$ cat config.mk
export PLATFORM = sky130hd
export DESIGN_NAME = mdm_data_map
export DESIGN_NICKNAME = d
export VERILOG_FILES = /design/src/core/mdm_pkg.sv /design/src/core/mdm_counter.sv /design/src/core/mdm_data_map.sv
export VERILOG_INCLUDE_DIRS = /design/src /design/src/core
export SDC_FILE = /design/constraint.sdc
export NUM_CORES = 1
export LEC_CHECK = 0
export BUFFER_PORTS_ARGS = -buffer_cell sky130_fd_sc_hd__buf_2
export CAP_MARGIN = 5
export CORE_MARGIN = 8
export CORE_UTILIZATION = 51
export CTS_BUF_LIST = sky130_fd_sc_hd__clkbuf_2
export CTS_CLUSTER_SIZE = 14
export DETAILED_ROUTE_END_ITERATION = 10
export PLACE_DENSITY = 0.74
export REMOVE_ABC_BUFFERS = 1
export SYNTH_ARGS = -nofsm -noshare
export SYNTH_HDL_FRONTEND = slang
export SYNTH_SLANG_ARGS = --single-unit
$ cat constraint.sdc
create_clock -name clock_i -period 6.6 [get_ports clock_i]
set_input_delay 0.33 -clock clock_i [delete_from_list [all_inputs] [get_ports clock_i]]
set_output_delay 0.33 -clock clock_i [all_outputs]
set_load 0.1 [all_outputs]
$ cat src/core/mdm_cfg.svh
`ifndef MDM_CFG_SVH
`define MDM_CFG_SVH

// ----------------------------------------------------------------
// holding register addresses, zero based as carried in a message
// ----------------------------------------------------------------
`define MDM_REG_LAST_ERR  16'h0007
`define MDM_REG_INDEX     16'h0009
`define MDM_REG_CMD       16'hc350
`define MDM_REG_REF       16'hc35a
`define MDM_REG_STATE     16'hc418
`define MDM_REG_ACTUAL    16'hc422
`define MDM_PAR_FIRST     16'h000a
`define MDM_PAR_LAST      16'hc34f

// ----------------------------------------------------------------
// coil addresses and command word fields
// ----------------------------------------------------------------
`define MDM_COIL_CMD      16'h0000
`define MDM_COIL_REF      16'h0010
`define MDM_COIL_STATE    16'h0020
`define MDM_COIL_ACTUAL   16'h0030
`define MDM_COIL_STORE    16'h0040
`define MDM_CMD_DC_BRAKE  4'h2
`define MDM_CMD_COAST     4'h3
`define MDM_CMD_QSTOP     4'h4
`define MDM_CMD_FREEZE    4'h5
`define MDM_CMD_START     4'h6
`define MDM_STW_USED_MASK 16'hef8f
`define MDM_COIL_ON       16'hff00
`define MDM_COIL_OFF      16'h0000

// ----------------------------------------------------------------
// exception codes and reset values
// ----------------------------------------------------------------
`define MDM_EXC_NONE      8'h00
`define MDM_EXC_ILL_FUNC  8'h01
`define MDM_EXC_ILL_ADDR  8'h02
`define MDM_EXC_ILL_VALUE 8'h03
`define MDM_EXC_FLAG      8'h80
`define MDM_CMD_RST       16'h0000
`define MDM_REF_RST       16'h0000
`define MDM_INDEX_RST     16'h0000
`define MDM_ERR_RST       16'h0000

`endif

$ cat src/core/mdm_pkg.sv
package mdm_pkg;

	typedef enum logic [7:0]
	{
		MDM_FN_RD_COIL   = 8'h01,
		MDM_FN_RD_REG    = 8'h03,
		MDM_FN_WR_COIL   = 8'h05,
		MDM_FN_WR_REG    = 8'h06,
		MDM_FN_DIAG      = 8'h08,
		MDM_FN_EVENT     = 8'h0b,
		MDM_FN_WR_MCOIL  = 8'h0f,
		MDM_FN_WR_MREG   = 8'h10,
		MDM_FN_SLAVE_ID  = 8'h11
	} mdm_func_t;

	typedef enum logic [15:0]
	{
		MDM_SUB_RESTART  = 16'h0001,
		MDM_SUB_DIAG_REG = 16'h0002,
		MDM_SUB_CLEAR    = 16'h000a,
		MDM_SUB_BUS_MSG  = 16'h000b,
		MDM_SUB_BUS_ERR  = 16'h000c,
		MDM_SUB_EXC_ERR  = 16'h000d,
		MDM_SUB_SLV_MSG  = 16'h000e
	} mdm_sub_t;

	typedef enum logic [2:0]
	{
		MDM_ST_IDLE     = 3'b000,
		MDM_ST_CHECK    = 3'b001,
		MDM_ST_EXEC     = 3'b010,
		MDM_ST_WAIT_PAR = 3'b011
	} mdm_state_t;

endpackage

$ cat src/core/mdm_counter.sv
module mdm_counter
	#(
	parameter int W = 16
	)
	(
	input  wire logic         clock_i,
	input  wire logic         rst_i,
	input  wire logic         clr_i,
	input  wire logic         inc_i,
	output logic [W-1:0]      cnt_o
	);

	if (W < 2)
	begin : g_bad_width
		$error("mdm_counter width below 2");
	end

	// clear and count together leave one: the new event is kept
	always_ff @(posedge clock_i)
	begin
		if (rst_i)
			cnt_o <= '0;
		else if (clr_i)
			cnt_o <= {{(W-1){1'b0}}, inc_i};
		else
			cnt_o <= cnt_o + {{(W-1){1'b0}}, inc_i};
	end

endmodule // mdm_counter

$ cat src/core/mdm_data_map.sv
// Function
// - message addresses are zero based, first item is address zero
// - coils are single bits, holding registers are 16-bit words
// - register class comes from the function code, no 4xxxx prefix
// - coils 1-16 form the command word written by the master
// - coils 3-6 low request brake, coast, quick stop, freeze; coil 7 starts
// - coils 17-32 carry the 16-bit speed reference from the master
// - coils 33-48 present the read-only drive state word
// - state word bits per table, coils 37-39 and 45 read zero
// - coils 49-64 return frequency open loop, feedback closed loop
// - coil 65 selects RAM only or RAM plus EEPROM parameter storage
// - register 7 returns the last data object error code
// - register 9 holds the array index used for indexed parameters
// - registers 10 to 49999 map onto drive parameters
// - command word at register 50000, bus reference at 50010
// - state word at register 50200, main actual value at 50210
// - accept function codes 1, 3, 5, 6, 8, 0f, 10, 0b and 11
// - diagnostics sub 1 restarts, sub 2 reads, sub 10 clears
// - count bus, error, exception and own messages, subs 11 to 14
// - exception echoes function with top bit set plus a code
// - unsupported function or unsuitable state answers exception 1
// - start and length outside implemented addresses answer exception 2
// - broadcast requests are acted on but never answered
`include "mdm_cfg.svh"

module mdm_data_map
	#(
	parameter logic [15:0] SLAVE_ID = 16'h00a5 // arbitrary identity value
	)
	(
	input  wire logic        clock_i,
	input  wire logic        rst_i,
	input  wire logic        req_valid_i,
	input  wire logic        req_bcast_i,
	input  wire logic [7:0]  req_func_i,
	input  wire logic [15:0] req_addr_i,
	input  wire logic [15:0] req_qty_i,
	input  wire logic [15:0] req_sub_i,
	input  wire logic        wr_valid_i,
	input  wire logic [15:0] wr_data_i,
	input  wire logic        bus_msg_i,
	input  wire logic        frame_err_i,
	input  wire logic [15:0] drive_state_i,
	input  wire logic [15:0] out_freq_i,
	input  wire logic [15:0] feedback_i,
	input  wire logic        closed_loop_i,
	input  wire logic        obj_err_valid_i,
	input  wire logic [15:0] obj_err_code_i,
	input  wire logic        par_avail_i,
	input  wire logic        par_ack_i,
	input  wire logic [15:0] par_rdata_i,
	output logic             req_ready_o,
	output logic             wr_ready_o,
	output logic             rd_valid_o,
	output logic [15:0]      rd_data_o,
	output logic             rsp_done_o,
	output logic             rsp_send_o,
	output logic [7:0]       rsp_func_o,
	output logic [7:0]       rsp_exc_o,
	output logic [15:0]      drive_command_word_o,
	output logic [15:0]      bus_speed_reference_o,
	output logic             store_eeprom_o,
	output logic             dc_brake_req_o,
	output logic             coast_req_o,
	output logic             quick_stop_req_o,
	output logic             freeze_req_o,
	output logic             start_o,
	output logic             par_req_o,
	output logic             par_we_o,
	output logic [15:0]      par_num_o,
	output logic [15:0]      par_wdata_o,
	output logic [15:0]      par_index_o,
	output logic             comm_restart_o
	);
	import mdm_pkg::*;

	// ----------------------------------------------------------------
	// request state
	// ----------------------------------------------------------------
	mdm_state_t  state_r;
	mdm_state_t  state_nxt;
	logic [7:0]  func_r;
	logic        bcast_r;
	logic [15:0] sub_r;
	logic [15:0] addr_r;
	logic [15:0] qty_r;
	logic [15:0] cur_r;
	logic [15:0] left_r;
	logic [15:0] err_r;
	logic [15:0] diag_r;
	logic [15:0] cnt_bus;
	logic [15:0] cnt_err;
	logic [15:0] cnt_exc;
	logic [15:0] cnt_slv;
	logic [15:0] cnt_ev;
	logic        accept;
	logic        fn_reg;
	logic        fn_wr;
	logic        fn_multi;
	logic        go;
	logic        par_item;
	logic        step;
	logic        last;
	logic        fin;
	logic [7:0]  fin_exc;
	logic        fin_rd;
	logic [15:0] fin_val;
	logic        clr_cnt;
	logic        restart;
	logic        item_bit;
	logic [15:0] item_word;
	logic [15:0] state_word;
	logic [15:0] main_actual;
	logic [15:0] rd_word;

	function automatic logic is_par(input logic [15:0] a);
		return (a >= `MDM_PAR_FIRST) && (a <= `MDM_PAR_LAST);
	endfunction

	function automatic logic item_ok(input logic reg_c, input logic wr_c, input logic [15:0] a);
		logic ro;
		ro = (a == `MDM_REG_LAST_ERR) || (a == `MDM_REG_STATE) || (a == `MDM_REG_ACTUAL);
		if (!reg_c)
			return (a <= `MDM_COIL_STORE) && !(wr_c && a >= `MDM_COIL_STATE && a < `MDM_COIL_STORE);
		// parameter groups plus the fixed registers
		return is_par(a) || (a == `MDM_REG_INDEX) || (a == `MDM_REG_CMD)
			|| (a == `MDM_REG_REF) || (ro && !wr_c);
	endfunction

	assign accept   = req_valid_i && req_ready_o;
	assign fn_reg   = (func_r == MDM_FN_RD_REG) || (func_r == MDM_FN_WR_REG)
		|| (func_r == MDM_FN_WR_MREG);
	assign fn_wr    = (func_r == MDM_FN_WR_COIL) || (func_r == MDM_FN_WR_REG)
		|| (func_r == MDM_FN_WR_MCOIL) || (func_r == MDM_FN_WR_MREG);
	assign fn_multi = (func_r == MDM_FN_WR_MCOIL) || (func_r == MDM_FN_WR_MREG);
	assign go       = !fn_multi || (wr_valid_i && wr_ready_o);
	assign par_item = fn_reg && is_par(cur_r);
	assign last     = (left_r == 16'h0001);
	assign item_bit  = fn_multi ? wr_data_i[0] : (sub_r == `MDM_COIL_ON);
	assign item_word = fn_multi ? wr_data_i : sub_r;
	assign state_word  = drive_state_i & `MDM_STW_USED_MASK;
	// loop mode picks the actual value
	assign main_actual = closed_loop_i ? feedback_i : out_freq_i;

	// ----------------------------------------------------------------
	// dispatch
	// ----------------------------------------------------------------
	always_comb
	begin
		state_nxt = state_r;
		fin       = 1'b0;
		fin_exc   = `MDM_EXC_NONE;
		fin_rd    = 1'b0;
		fin_val   = 16'h0000;
		clr_cnt   = 1'b0;
		restart   = 1'b0;
		step      = 1'b0;
		unique case (state_r)
		MDM_ST_IDLE:
			if (accept)
			begin
				fin = 1'b1;
				unique case (req_func_i)
				MDM_FN_RD_COIL, MDM_FN_RD_REG, MDM_FN_WR_MCOIL, MDM_FN_WR_MREG:
					if (req_bcast_i && (req_func_i == MDM_FN_RD_COIL
						|| req_func_i == MDM_FN_RD_REG))
						fin = 1'b1;
					else if (req_qty_i == 16'h0000)
						fin_exc = `MDM_EXC_ILL_VALUE;
					else
					begin
						fin       = 1'b0;
						state_nxt = MDM_ST_CHECK;
					end
				MDM_FN_WR_COIL:
					if (req_sub_i != `MDM_COIL_ON && req_sub_i != `MDM_COIL_OFF)
						fin_exc = `MDM_EXC_ILL_VALUE;
					else
					begin
						fin       = 1'b0;
						state_nxt = MDM_ST_CHECK;
					end
				MDM_FN_WR_REG:
				begin
					fin       = 1'b0;
					state_nxt = MDM_ST_CHECK;
				end
				MDM_FN_DIAG:
				begin
					fin_rd = 1'b1;
					unique case (req_sub_i)
					MDM_SUB_RESTART:  restart = 1'b1;
					MDM_SUB_DIAG_REG: fin_val = diag_r;
					MDM_SUB_CLEAR:    clr_cnt = 1'b1;
					MDM_SUB_BUS_MSG:  fin_val = cnt_bus;
					MDM_SUB_BUS_ERR:  fin_val = cnt_err;
					MDM_SUB_EXC_ERR:  fin_val = cnt_exc;
					MDM_SUB_SLV_MSG:  fin_val = cnt_slv;
					default:
					begin
						fin_rd  = 1'b0;
						fin_exc = `MDM_EXC_ILL_FUNC;
					end
					endcase
				end
				MDM_FN_EVENT:
				begin
					fin_rd  = 1'b1;
					fin_val = cnt_ev;
				end
				MDM_FN_SLAVE_ID:
				begin
					fin_rd  = 1'b1;
					fin_val = SLAVE_ID;
				end
				default: fin_exc = `MDM_EXC_ILL_FUNC;
				endcase
			end
		MDM_ST_CHECK:
			// whole range checked before any effect
			if (!item_ok(fn_reg, fn_wr, cur_r))
			begin
				fin       = 1'b1;
				fin_exc   = `MDM_EXC_ILL_ADDR;
				state_nxt = MDM_ST_IDLE;
			end
			else if (par_item && !par_avail_i)
			begin
				fin       = 1'b1;
				fin_exc   = `MDM_EXC_ILL_FUNC;
				state_nxt = MDM_ST_IDLE;
			end
			else if (last)
				state_nxt = MDM_ST_EXEC;
		MDM_ST_EXEC:
			if (go && par_item)
				state_nxt = MDM_ST_WAIT_PAR;
			else if (go)
			begin
				step = 1'b1;
				if (last)
				begin
					fin       = 1'b1;
					state_nxt = MDM_ST_IDLE;
				end
			end
		MDM_ST_WAIT_PAR:
			if (par_ack_i)
			begin
				step      = 1'b1;
				fin       = last;
				state_nxt = last ? MDM_ST_IDLE : MDM_ST_EXEC;
			end
		default: state_nxt = MDM_ST_IDLE;
		endcase
	end

	always_ff @(posedge clock_i)
	begin
		if (rst_i)
		begin
			state_r     <= MDM_ST_IDLE;
			req_ready_o <= 1'b1;
			wr_ready_o  <= 1'b0;
			func_r      <= 8'h00;
			bcast_r     <= 1'b0;
			sub_r       <= 16'h0000;
			addr_r      <= 16'h0000;
			qty_r       <= 16'h0000;
			cur_r       <= 16'h0000;
			left_r      <= 16'h0000;
		end
		else
		begin
			state_r     <= state_nxt;
			req_ready_o <= (state_nxt == MDM_ST_IDLE);
			// multi-item writes pull one data word per item
			wr_ready_o  <= (state_nxt == MDM_ST_EXEC) && fn_multi;
			if (accept)
			begin
				func_r  <= req_func_i;
				bcast_r <= req_bcast_i;
				sub_r   <= req_sub_i;
				// address field used as item number directly
				addr_r  <= req_addr_i;
				cur_r   <= req_addr_i;
				if (req_func_i == MDM_FN_WR_COIL || req_func_i == MDM_FN_WR_REG)
				begin
					qty_r  <= 16'h0001;
					left_r <= 16'h0001;
				end
				else
				begin
					qty_r  <= req_qty_i;
					left_r <= req_qty_i;
				end
			end
			else if (state_r == MDM_ST_CHECK && state_nxt == MDM_ST_EXEC)
			begin
				cur_r  <= addr_r;
				left_r <= qty_r;
			end
			else if (state_r == MDM_ST_CHECK || step)
			begin
				cur_r  <= cur_r + 16'h0001;
				left_r <= left_r - 16'h0001;
			end
		end
	end

	// ----------------------------------------------------------------
	// master-written data
	// ----------------------------------------------------------------
	always_ff @(posedge clock_i)
	begin
		if (rst_i)
		begin
			drive_command_word_o  <= `MDM_CMD_RST;
			bus_speed_reference_o <= `MDM_REF_RST;
			par_index_o           <= `MDM_INDEX_RST;
			store_eeprom_o        <= 1'b0;
		end
		else if (step && fn_wr && state_r == MDM_ST_EXEC)
		begin
			// register or coil space follows the function code
			if (fn_reg)
			begin
				if (cur_r == `MDM_REG_INDEX)
					par_index_o <= item_word;
				// command word and bus reference registers
				if (cur_r == `MDM_REG_CMD)
					drive_command_word_o <= item_word;
				if (cur_r == `MDM_REG_REF)
					bus_speed_reference_o <= item_word;
			end
			// coils 1-16 into the command word
			else if (cur_r < `MDM_COIL_REF)
				drive_command_word_o[cur_r[3:0]] <= item_bit;
			else if (cur_r < `MDM_COIL_STATE)
				bus_speed_reference_o[cur_r[3:0]] <= item_bit;
			else if (cur_r == `MDM_COIL_STORE)
				store_eeprom_o <= item_bit;
		end
	end

	// one cycle behind the command word, so every output stays a flop
	always_ff @(posedge clock_i)
	begin
		if (rst_i)
		begin
			dc_brake_req_o   <= 1'b1;
			coast_req_o      <= 1'b1;
			quick_stop_req_o <= 1'b1;
			freeze_req_o     <= 1'b1;
			start_o          <= 1'b0;
		end
		else
		begin
			// active-low stop requests, start at one
			dc_brake_req_o   <= !drive_command_word_o[`MDM_CMD_DC_BRAKE];
			coast_req_o      <= !drive_command_word_o[`MDM_CMD_COAST];
			quick_stop_req_o <= !drive_command_word_o[`MDM_CMD_QSTOP];
			freeze_req_o     <= !drive_command_word_o[`MDM_CMD_FREEZE];
			start_o          <= drive_command_word_o[`MDM_CMD_START];
		end
	end

	// ----------------------------------------------------------------
	// parameter access and drive-side status
	// ----------------------------------------------------------------
	always_ff @(posedge clock_i)
	begin
		if (rst_i)
		begin
			par_req_o   <= 1'b0;
			par_we_o    <= 1'b0;
			par_num_o   <= 16'h0000;
			par_wdata_o <= 16'h0000;
		end
		// parameter item handed to the drive
		else if (state_r == MDM_ST_EXEC && go && par_item)
		begin
			par_req_o   <= 1'b1;
			par_we_o    <= fn_wr;
			par_num_o   <= cur_r;
			par_wdata_o <= item_word;
		end
		else if (par_ack_i)
			par_req_o <= 1'b0;
	end

	always_ff @(posedge clock_i)
	begin
		if (rst_i)
			err_r <= `MDM_ERR_RST;
		else if (obj_err_valid_i)
			err_r <= obj_err_code_i;
	end

	// a framing error in the clearing cycle stays recorded
	always_ff @(posedge clock_i)
	begin
		if (rst_i)
			diag_r <= 16'h0000;
		else if (clr_cnt)
			diag_r <= {15'h0000, frame_err_i};
		else
			diag_r <= diag_r | {15'h0000, frame_err_i};
	end

	mdm_counter #(.W(16)) u_cnt_bus (.clock_i(clock_i), .rst_i(rst_i), .clr_i(clr_cnt),
		.inc_i(bus_msg_i), .cnt_o(cnt_bus));
	mdm_counter #(.W(16)) u_cnt_err (.clock_i(clock_i), .rst_i(rst_i), .clr_i(clr_cnt),
		.inc_i(frame_err_i), .cnt_o(cnt_err));
	mdm_counter #(.W(16)) u_cnt_exc (.clock_i(clock_i), .rst_i(rst_i), .clr_i(clr_cnt),
		.inc_i(fin && fin_exc != `MDM_EXC_NONE), .cnt_o(cnt_exc));
	mdm_counter #(.W(16)) u_cnt_slv (.clock_i(clock_i), .rst_i(rst_i), .clr_i(clr_cnt),
		.inc_i(accept), .cnt_o(cnt_slv));
	mdm_counter #(.W(16)) u_cnt_ev (.clock_i(clock_i), .rst_i(rst_i), .clr_i(clr_cnt),
		.inc_i(fin && fin_exc == `MDM_EXC_NONE), .cnt_o(cnt_ev));

	// ----------------------------------------------------------------
	// answer
	// ----------------------------------------------------------------
	always_comb
	begin
		rd_word = 16'h0000;
		if (state_r == MDM_ST_WAIT_PAR)
			rd_word = par_rdata_i;
		else if (fn_reg)
		begin
			unique case (cur_r)
			`MDM_REG_LAST_ERR: rd_word = err_r;
			`MDM_REG_INDEX:    rd_word = par_index_o;
			`MDM_REG_CMD:      rd_word = drive_command_word_o;
			`MDM_REG_REF:      rd_word = bus_speed_reference_o;
			`MDM_REG_STATE:    rd_word = state_word;
			`MDM_REG_ACTUAL:   rd_word = main_actual;
			default:           rd_word = 16'h0000;
			endcase
		end
		else if (cur_r < `MDM_COIL_REF)
			rd_word = {15'h0000, drive_command_word_o[cur_r[3:0]]};
		else if (cur_r < `MDM_COIL_STATE)
			rd_word = {15'h0000, bus_speed_reference_o[cur_r[3:0]]};
		else if (cur_r < `MDM_COIL_ACTUAL)
			rd_word = {15'h0000, state_word[cur_r[3:0]]};
		else if (cur_r < `MDM_COIL_STORE)
			rd_word = {15'h0000, main_actual[cur_r[3:0]]};
		else
			rd_word = {15'h0000, store_eeprom_o};
	end

	always_ff @(posedge clock_i)
	begin
		if (rst_i)
		begin
			rd_valid_o     <= 1'b0;
			rd_data_o      <= 16'h0000;
			rsp_done_o     <= 1'b0;
			rsp_send_o     <= 1'b0;
			rsp_func_o     <= 8'h00;
			rsp_exc_o      <= `MDM_EXC_NONE;
			comm_restart_o <= 1'b0;
		end
		else
		begin
			rd_valid_o     <= fin_rd || (step && !fn_wr);
			rd_data_o      <= fin_rd ? fin_val : rd_word;
			rsp_done_o     <= fin;
			comm_restart_o <= restart;
			rsp_send_o     <= fin && !(state_r == MDM_ST_IDLE ? req_bcast_i : bcast_r);
			if (fin)
			begin
				// exception flag on the echoed code
				rsp_func_o <= (state_r == MDM_ST_IDLE ? req_func_i : func_r)
					| ((fin_exc != `MDM_EXC_NONE) ? `MDM_EXC_FLAG : 8'h00);
				rsp_exc_o  <= fin_exc;
			end
		end
	end
endmodule // mdm_data_map

-- After elaboration in Yosys (flattened, before gate mapping)
Index checks and enable logic that the tools add are counted.
W data, S select, Z words.
- multiplexer cells: 105
- shifts and indexed selects: 0
- eq/ne operators: 38
- reduce and logical (&&, ||, !) cells: 69
- divide/modulo/power cells: 0
- multiply operators: 0
- bitwise logic cells: 8
- $lt $le $gt $ge: 10
- add/subtract/negate cells: 7
- operator list (kind ; number):
    $mux W16 ; 21
    $eq A16 B4 Y1 const B ; 6
    $pmux W16 S6 ; 1
    $add A16 B1 Y16 ; 5
    $eq A16 B16 Y1 const B ; 5
    $pmux W16 S5 ; 1
    $pmux W16 S3 ; 1
    $mux W1 ; 47
    $mux W3 ; 11
    $bwmux W16 ; 2
    $eq A16 B1 Y1 const B ; 2
    $eq A8 B3 Y1 const B ; 4
    $eq A8 B4 Y1 const B ; 4
    $lt A16 B6 Y1 const B ; 2
    $eq A8 B5 Y1 const B ; 3
    $logic_and A1 B1 Y1 ; 23
    $logic_or A1 B1 Y1 ; 17
    $add A16 B1 Y16 const B ; 1
    $bmux W1 S4 ; 4
    $eq A16 B2 Y1 const B ; 1
    $eq A16 B3 Y1 const B ; 1
    $eq A16 B7 Y1 const B ; 1
    $eq A8 B2 Y1 const B ; 2
    $ge A16 B4 Y1 const B ; 1
    other kinds (42) ; 71
- memory bits (read-only): 0
- output and inout bits: 126
- input port bits: 163
- latch bits: 0
- flip-flop bits (word level): 330
- memory bits (writable): 0
- memories kept: 0

-- Longest topological paths before layout
- depth after elaboration: 17
- mapped depth: 21
- mapped depth without buffers: 17

-- Modules after synthesis
Synthesis repeated with hierarchy kept, for this count alone.
- cells, all modules: 1971
- area total of the unflattened synthesis: 16440.8 um^2
- by module, submodules not included (module ; seq. area each (um^2) ; times used ; cells each ; area each (um^2)):
    mdm_data_map ; 4584.4 ; 1 ; 1546 ; 12587.1
    mdm_counter ; 320.3 ; 5 ; 85 ; 770.7

-- Worst setup path before layout
OpenSTA, ideal clock, no wires.
- path type: register -> register
- start: register cur_r[0]
- end: register u_cnt_exc.cnt_o[12]
- path slack: 1.504 ns
- data required time: 6.472 ns
- cell stages (with the launch flop): 22
- data arrival time: 4.969 ns
- buffers on the path: 4
- cell sequence: dfxtp_1 > clkbuf_1 > clkbuf_1 > inv_1 > ha_1 > buf_1 > or3b_2 > nor4_1 > nor2_1 > a21o_1 > a21o_1 > o21ai_0 > clkbuf_1 > nand2_1 > ha_1 > ha_1 > and3_1 > and3_1 > nor2b_1 > nand3_1 > xor2_1 > nor2_1
- cells in the longest elaborated chain, start to end: 13
- ends and longest elaborated chain (item ; RTL line ; source):
    start: declaration ; mdm_data_map.sv:87 ; logic [15:0] cur_r;
    start signal: assignment ; mdm_data_map.sv:286 ; cur_r <= req_addr_i;
    start signal: assignment ; mdm_data_map.sv:300 ; cur_r <= addr_r;
    start signal: assignment ; mdm_data_map.sv:305 ; cur_r <= cur_r + 16'h0001;
    $ge A16 B6 Y1 (no line), or another cell as far along ; - ;
    $logic_and A1 B1 Y1, on equally long branches ; - ;
    $logic_and A1 B1 Y1 (no line) or $logic_or A1 B1 Y1 (tied branches) ; - ;
    $logic_not A1 Y1 or $logic_or A1 B1 Y1 (tied branches) ; mdm_data_map.sv:124, mdm_data_map.sv:126 ;
    $logic_and A1 B1 Y1 or $logic_or A1 B1 Y1 (tied branches) ; mdm_data_map.sv:124, mdm_data_map.sv:126 ;
    $mux W1 or $logic_or A1 B1 Y1 (tied branches) ; mdm_data_map.sv:123, mdm_data_map.sv:126 ;
    $mux W1 ; mdm_data_map.sv:126 ; return is_par(a) || (a == `MDM_REG_INDEX) || (a == `MDM_REG_CMD)
    $mux W1 ; mdm_data_map.sv:158 ; unique case (state_r)
    $mux W2 ; mdm_data_map.sv:221 ; if (!item_ok(fn_reg, fn_wr, cur_r))
    $pmux W2 S2 ; mdm_data_map.sv:158 ;
    $reduce_bool A8 Y1 (no line) ; - ;
    $logic_and A1 B1 Y1 (no line) (*) ; - ;
    $add A16 B1 Y16 (*) ; mdm_counter.sv:26 ; cnt_o <= cnt_o + {{(W-1){1'b0}}, inc_i};
    end signal: assignment ; mdm_counter.sv:24 ; cnt_o <= {{(W-1){1'b0}}, inc_i};
    end signal: assignment ; mdm_counter.sv:26 ;
    end: declaration ; mdm_counter.sv:10 ; output logic [W-1:0] cnt_o
Every way passes the cells marked *; elsewhere a longest branch is shown, timed or not. The select of a mux whose other input is x is not followed.
A chain may end at the register's enable or synchronous reset.

-- Worst setup path in the final report
- start: register cur_r[1]
- end: register u_cnt_exc.cnt_o[14]
The elaborated chain is that of the path after synthesis.

==> impl_metrics.tcl <==
set metrics [dict create \
    p_leak_nw 7.548 \
    post_cts_buffers 0 \
    finalHoldViolCount 0 \
    hold_start "wr_data_i[13]" \
    start_kind "flip-flop" \
    final_antenna_net_count 0 \
    numCtsBuffers 82 \
    gp_congestion 0.9631 \
    period_share 0.8299 \
    netlist_instances 1890 \
    vdd_drop_max_v 0.0001274 \
    antenna_found_initial 1 \
    initial_core_util 0.5155 \
    grt.overflow.total 0 \
    ys_seq_area_frac 0.3944 \
    fmax_mhz 182.6 \
    yosysUniqueCellTypes 82 \
    first_global_vias 15830 \
    layout_commonest_cell "dfxtp_1" \
    crit_chain "buf_4, inv_1, ha_1, or3b_2, nor4_2, buf_4, or3_1, nor3_1, a21o_1, o21ai_0, nand2_1, ha_1, ha_1, and3_1, and3_1, nor2b_1, nand3_1, xor2_1, nor2_1" \
    coreArea_um2 30430 \
    finish.net_count 2449 \
    worst_setup_path_end_kind "flip-flop" \
    syn_to_final_growth_pct 22.81 \
    synthArstFlopShare 0 \
    finalSetupTns_ps 0 \
    required_ps 7370 \
    switching_share 0.3148 \
    grt_pass1_wl_mm 86.00 \
    r2r_start "cur_r[1]$_SDFFE_PP0P_" \
    grt_max_degree 93 \
    p_comb_frac 0.147 \
    synthFlopType "dfxtp_1" \
    finalSetupViolations 0 \
    first_pass_iters 11 \
    die_x_um 191.4 \
    pwr-share-clk 0.339 \
    vias_per_cell 6.068 \
    synthTopCellsByArea "dfxtp_1 39%, nand2_1 5.9%, nor2_1 5.0%, a21oi_1 5.0%, a211oi_1 4.8%" \
    clock_latency_ps 920 \
    path_clk_slew_ps 110 \
    skew_ps 72.19 \
    synth.top_cell.area_share 0.3944 \
    crit_arrival_ps 6250 \
    seq_area_um2 6186 \
    run_status "finished with violations" \
    hp-class "input pin to flip-flop" \
    syn_area_per_cell_um2 8.299 \
    cellPowerDensity_nw_per_um2 198.3 \
    cts_resized 0 \
    design_area_um2 19260 \
    rows 64 \
    io_pins 289 \
    drv_cap 0 \
    grtUsageTotal 0.2936 \
    yosysWarnings 0 \
    synth_top_area_cell "dfxtp_1" \
    drtIter0Drc 1975 \
    startpoint "cur_r[1]$_SDFFE_PP0P_" \
    drv_slew 0 \
    synth_edf_count 0 \
    drive_gt1_frac 0.2213 \
    finalWirelength_mm 56.02 \
    worst_pin_slew_ps 1346 \
    synth-seq-cells 309 \
    syn_area_um2 15690 \
    placed_area_um2 17320 \
    crit_slowest_cell "o21ai_0" \
    via_count 16530 \
    post-route-drc-count 1 \
    die_area_um2 36620 \
    pwr-share-seq 0.514 \
    violations "design-rule violations" \
    relSlewSlack 0.1014 \
    num-fill-cells 2618 \
    clock_path_buffers 3 \
    cts_hold_buf 125 \
    finalCriticalPeriod_ps 5477 \
    htreeDepth 3 \
    p_int_mw 2.617 \
    multi_input_area_um2 8910 \
    p_switching_mw 1.203 \
    path_max_fanout 18 \
    critical_path.most_common_cell "ha_1" \
    rsz0062_at_grt "no" \
    port-buffer-count 278 \
    most-common-layout-cells "309 x dfxtp_1, 277 x buf_2, 246 x nand2_1, 209 x nor2_1, 156 x a21oi_1" \
    routedWlPerCell_um 20.57 \
    die_h_um 191.4 \
    cts_tree "yes" \
    dp_hpwl_mm 39.62 \
    clock_sinks 309 \
    critPathKind "flip-flop to flip-flop" \
    cpPeakStageDelay_ps 960 \
    clockRootBuffer "clkbuf_2" \
]
metal layers:
layer | global-route usage | vias up | share of wire
li1 | - | 7707 | -
met4 | 0.1237 | 0 | 0.038
met5 | 0 | - | 0
met1 | 0.3560 | 7738 | 0.39
met2 | 0.4830 | 939 | 0.46
met3 | 0.08227 | 145 | 0.11
through the flow:
step	hold slack (ps)	total power [mW]	util	setup WS, ps	instances
after floorplan	398.9	2.289	-	476.1	1750
after global placement	439.0	2.478	0.5692	1350	2457
after detailed placement	443.6	2.489	0.5692	1267	2457
after CTS	13.04	3.825	0.6329	1300	2723
after global routing	24.89	3.997	0.6330	851.9	2724
final	60.15	3.820	0.6330	1123	2724
worst max-delay path, delay by kind of cell (launching register included):
kind	cells	cell delay, ps
xor gates and xnor gates	1	140
DFF	1	320
adders and majority gates	3	950
buffers and inverters	3	780
and+or+nand+nor	10	1980
AOI/OAI and AO/OA	2	1210
cell families after synthesis:
logic type,Yosys count,share of synthesized area
AO/OA/AOI/OAI,464,0.2037
XOR/XNOR,73,0.04076
adder cells (fa/ha/maj),16,0.01276
buffers and inverters,168,0.04379
flip-flops,309,0.3944
multiplexers,90,0.07195
other,1,0.0002391
AND/OR/NAND/NOR,769,0.2324
state kept, by name, summed over array words and instances (netlist names), 16 cells and up:
signal / cells
addr_r: 16
bus_speed_reference_o: 16
cur_r: 16
drive_command_word_o: 16
err_r: 16
left_r: 16
par_index_o: 16
par_num_o: 16
par_wdata_o: 16
qty_r: 16
rd_data_o: 16
sub_r: 16
u_cnt_bus.cnt_o: 16
u_cnt_err.cnt_o: 16
u_cnt_ev.cnt_o: 16
u_cnt_exc.cnt_o: 16
u_cnt_slv.cnt_o: 16
worst paths after layout:
check        cells after the start                              to  slack (ps)
min reg2reg                      2         left_r[15]$_SDFFE_PP0P_         450
max reg2reg                     19  u_cnt_exc.cnt_o[14]$_SDFF_PP0_        1120
min                              3    par_index_o[13]$_SDFFE_PP0P_          60
max                             19  u_cnt_exc.cnt_o[14]$_SDFF_PP0_        1120
synthesized netlist by cell type, types with 36 or more instances:
cell type and number:
dfxtp_1 309, mux2i_1 46, nand3_1 68, a21oi_1 158, a211oi_1 100, xor2_1 37, xnor2_1 36, nor2_1 211
clkbuf_1 109, nor3_1 62, a222oi_1 41, nand2_1 247
layout make-up:
type,count,area share
antenna,1,0.0001299
clock buffer,118,0.03066
clock inverter,23,0.005132
inverter,22,0.004287
multi-input combinational,1419,0.4626
sequential,309,0.3211
tap,396,0.02572
timing repair buffer,436,0.1504
power groups by stage:
stage | registers [mW] | logic, mW | clock network (mW)
after global placement | 2.00 | 0.477 | 0
after detailed placement | 2.00 | 0.485 | 0
after floorplan | 2.03 | 0.260 | 0
after global routing | 1.97 | 0.604 | 1.42
after CTS | 1.96 | 0.548 | 1.32
final | 1.96 | 0.562 | 1.29
(Power assumes the default switching activity.)
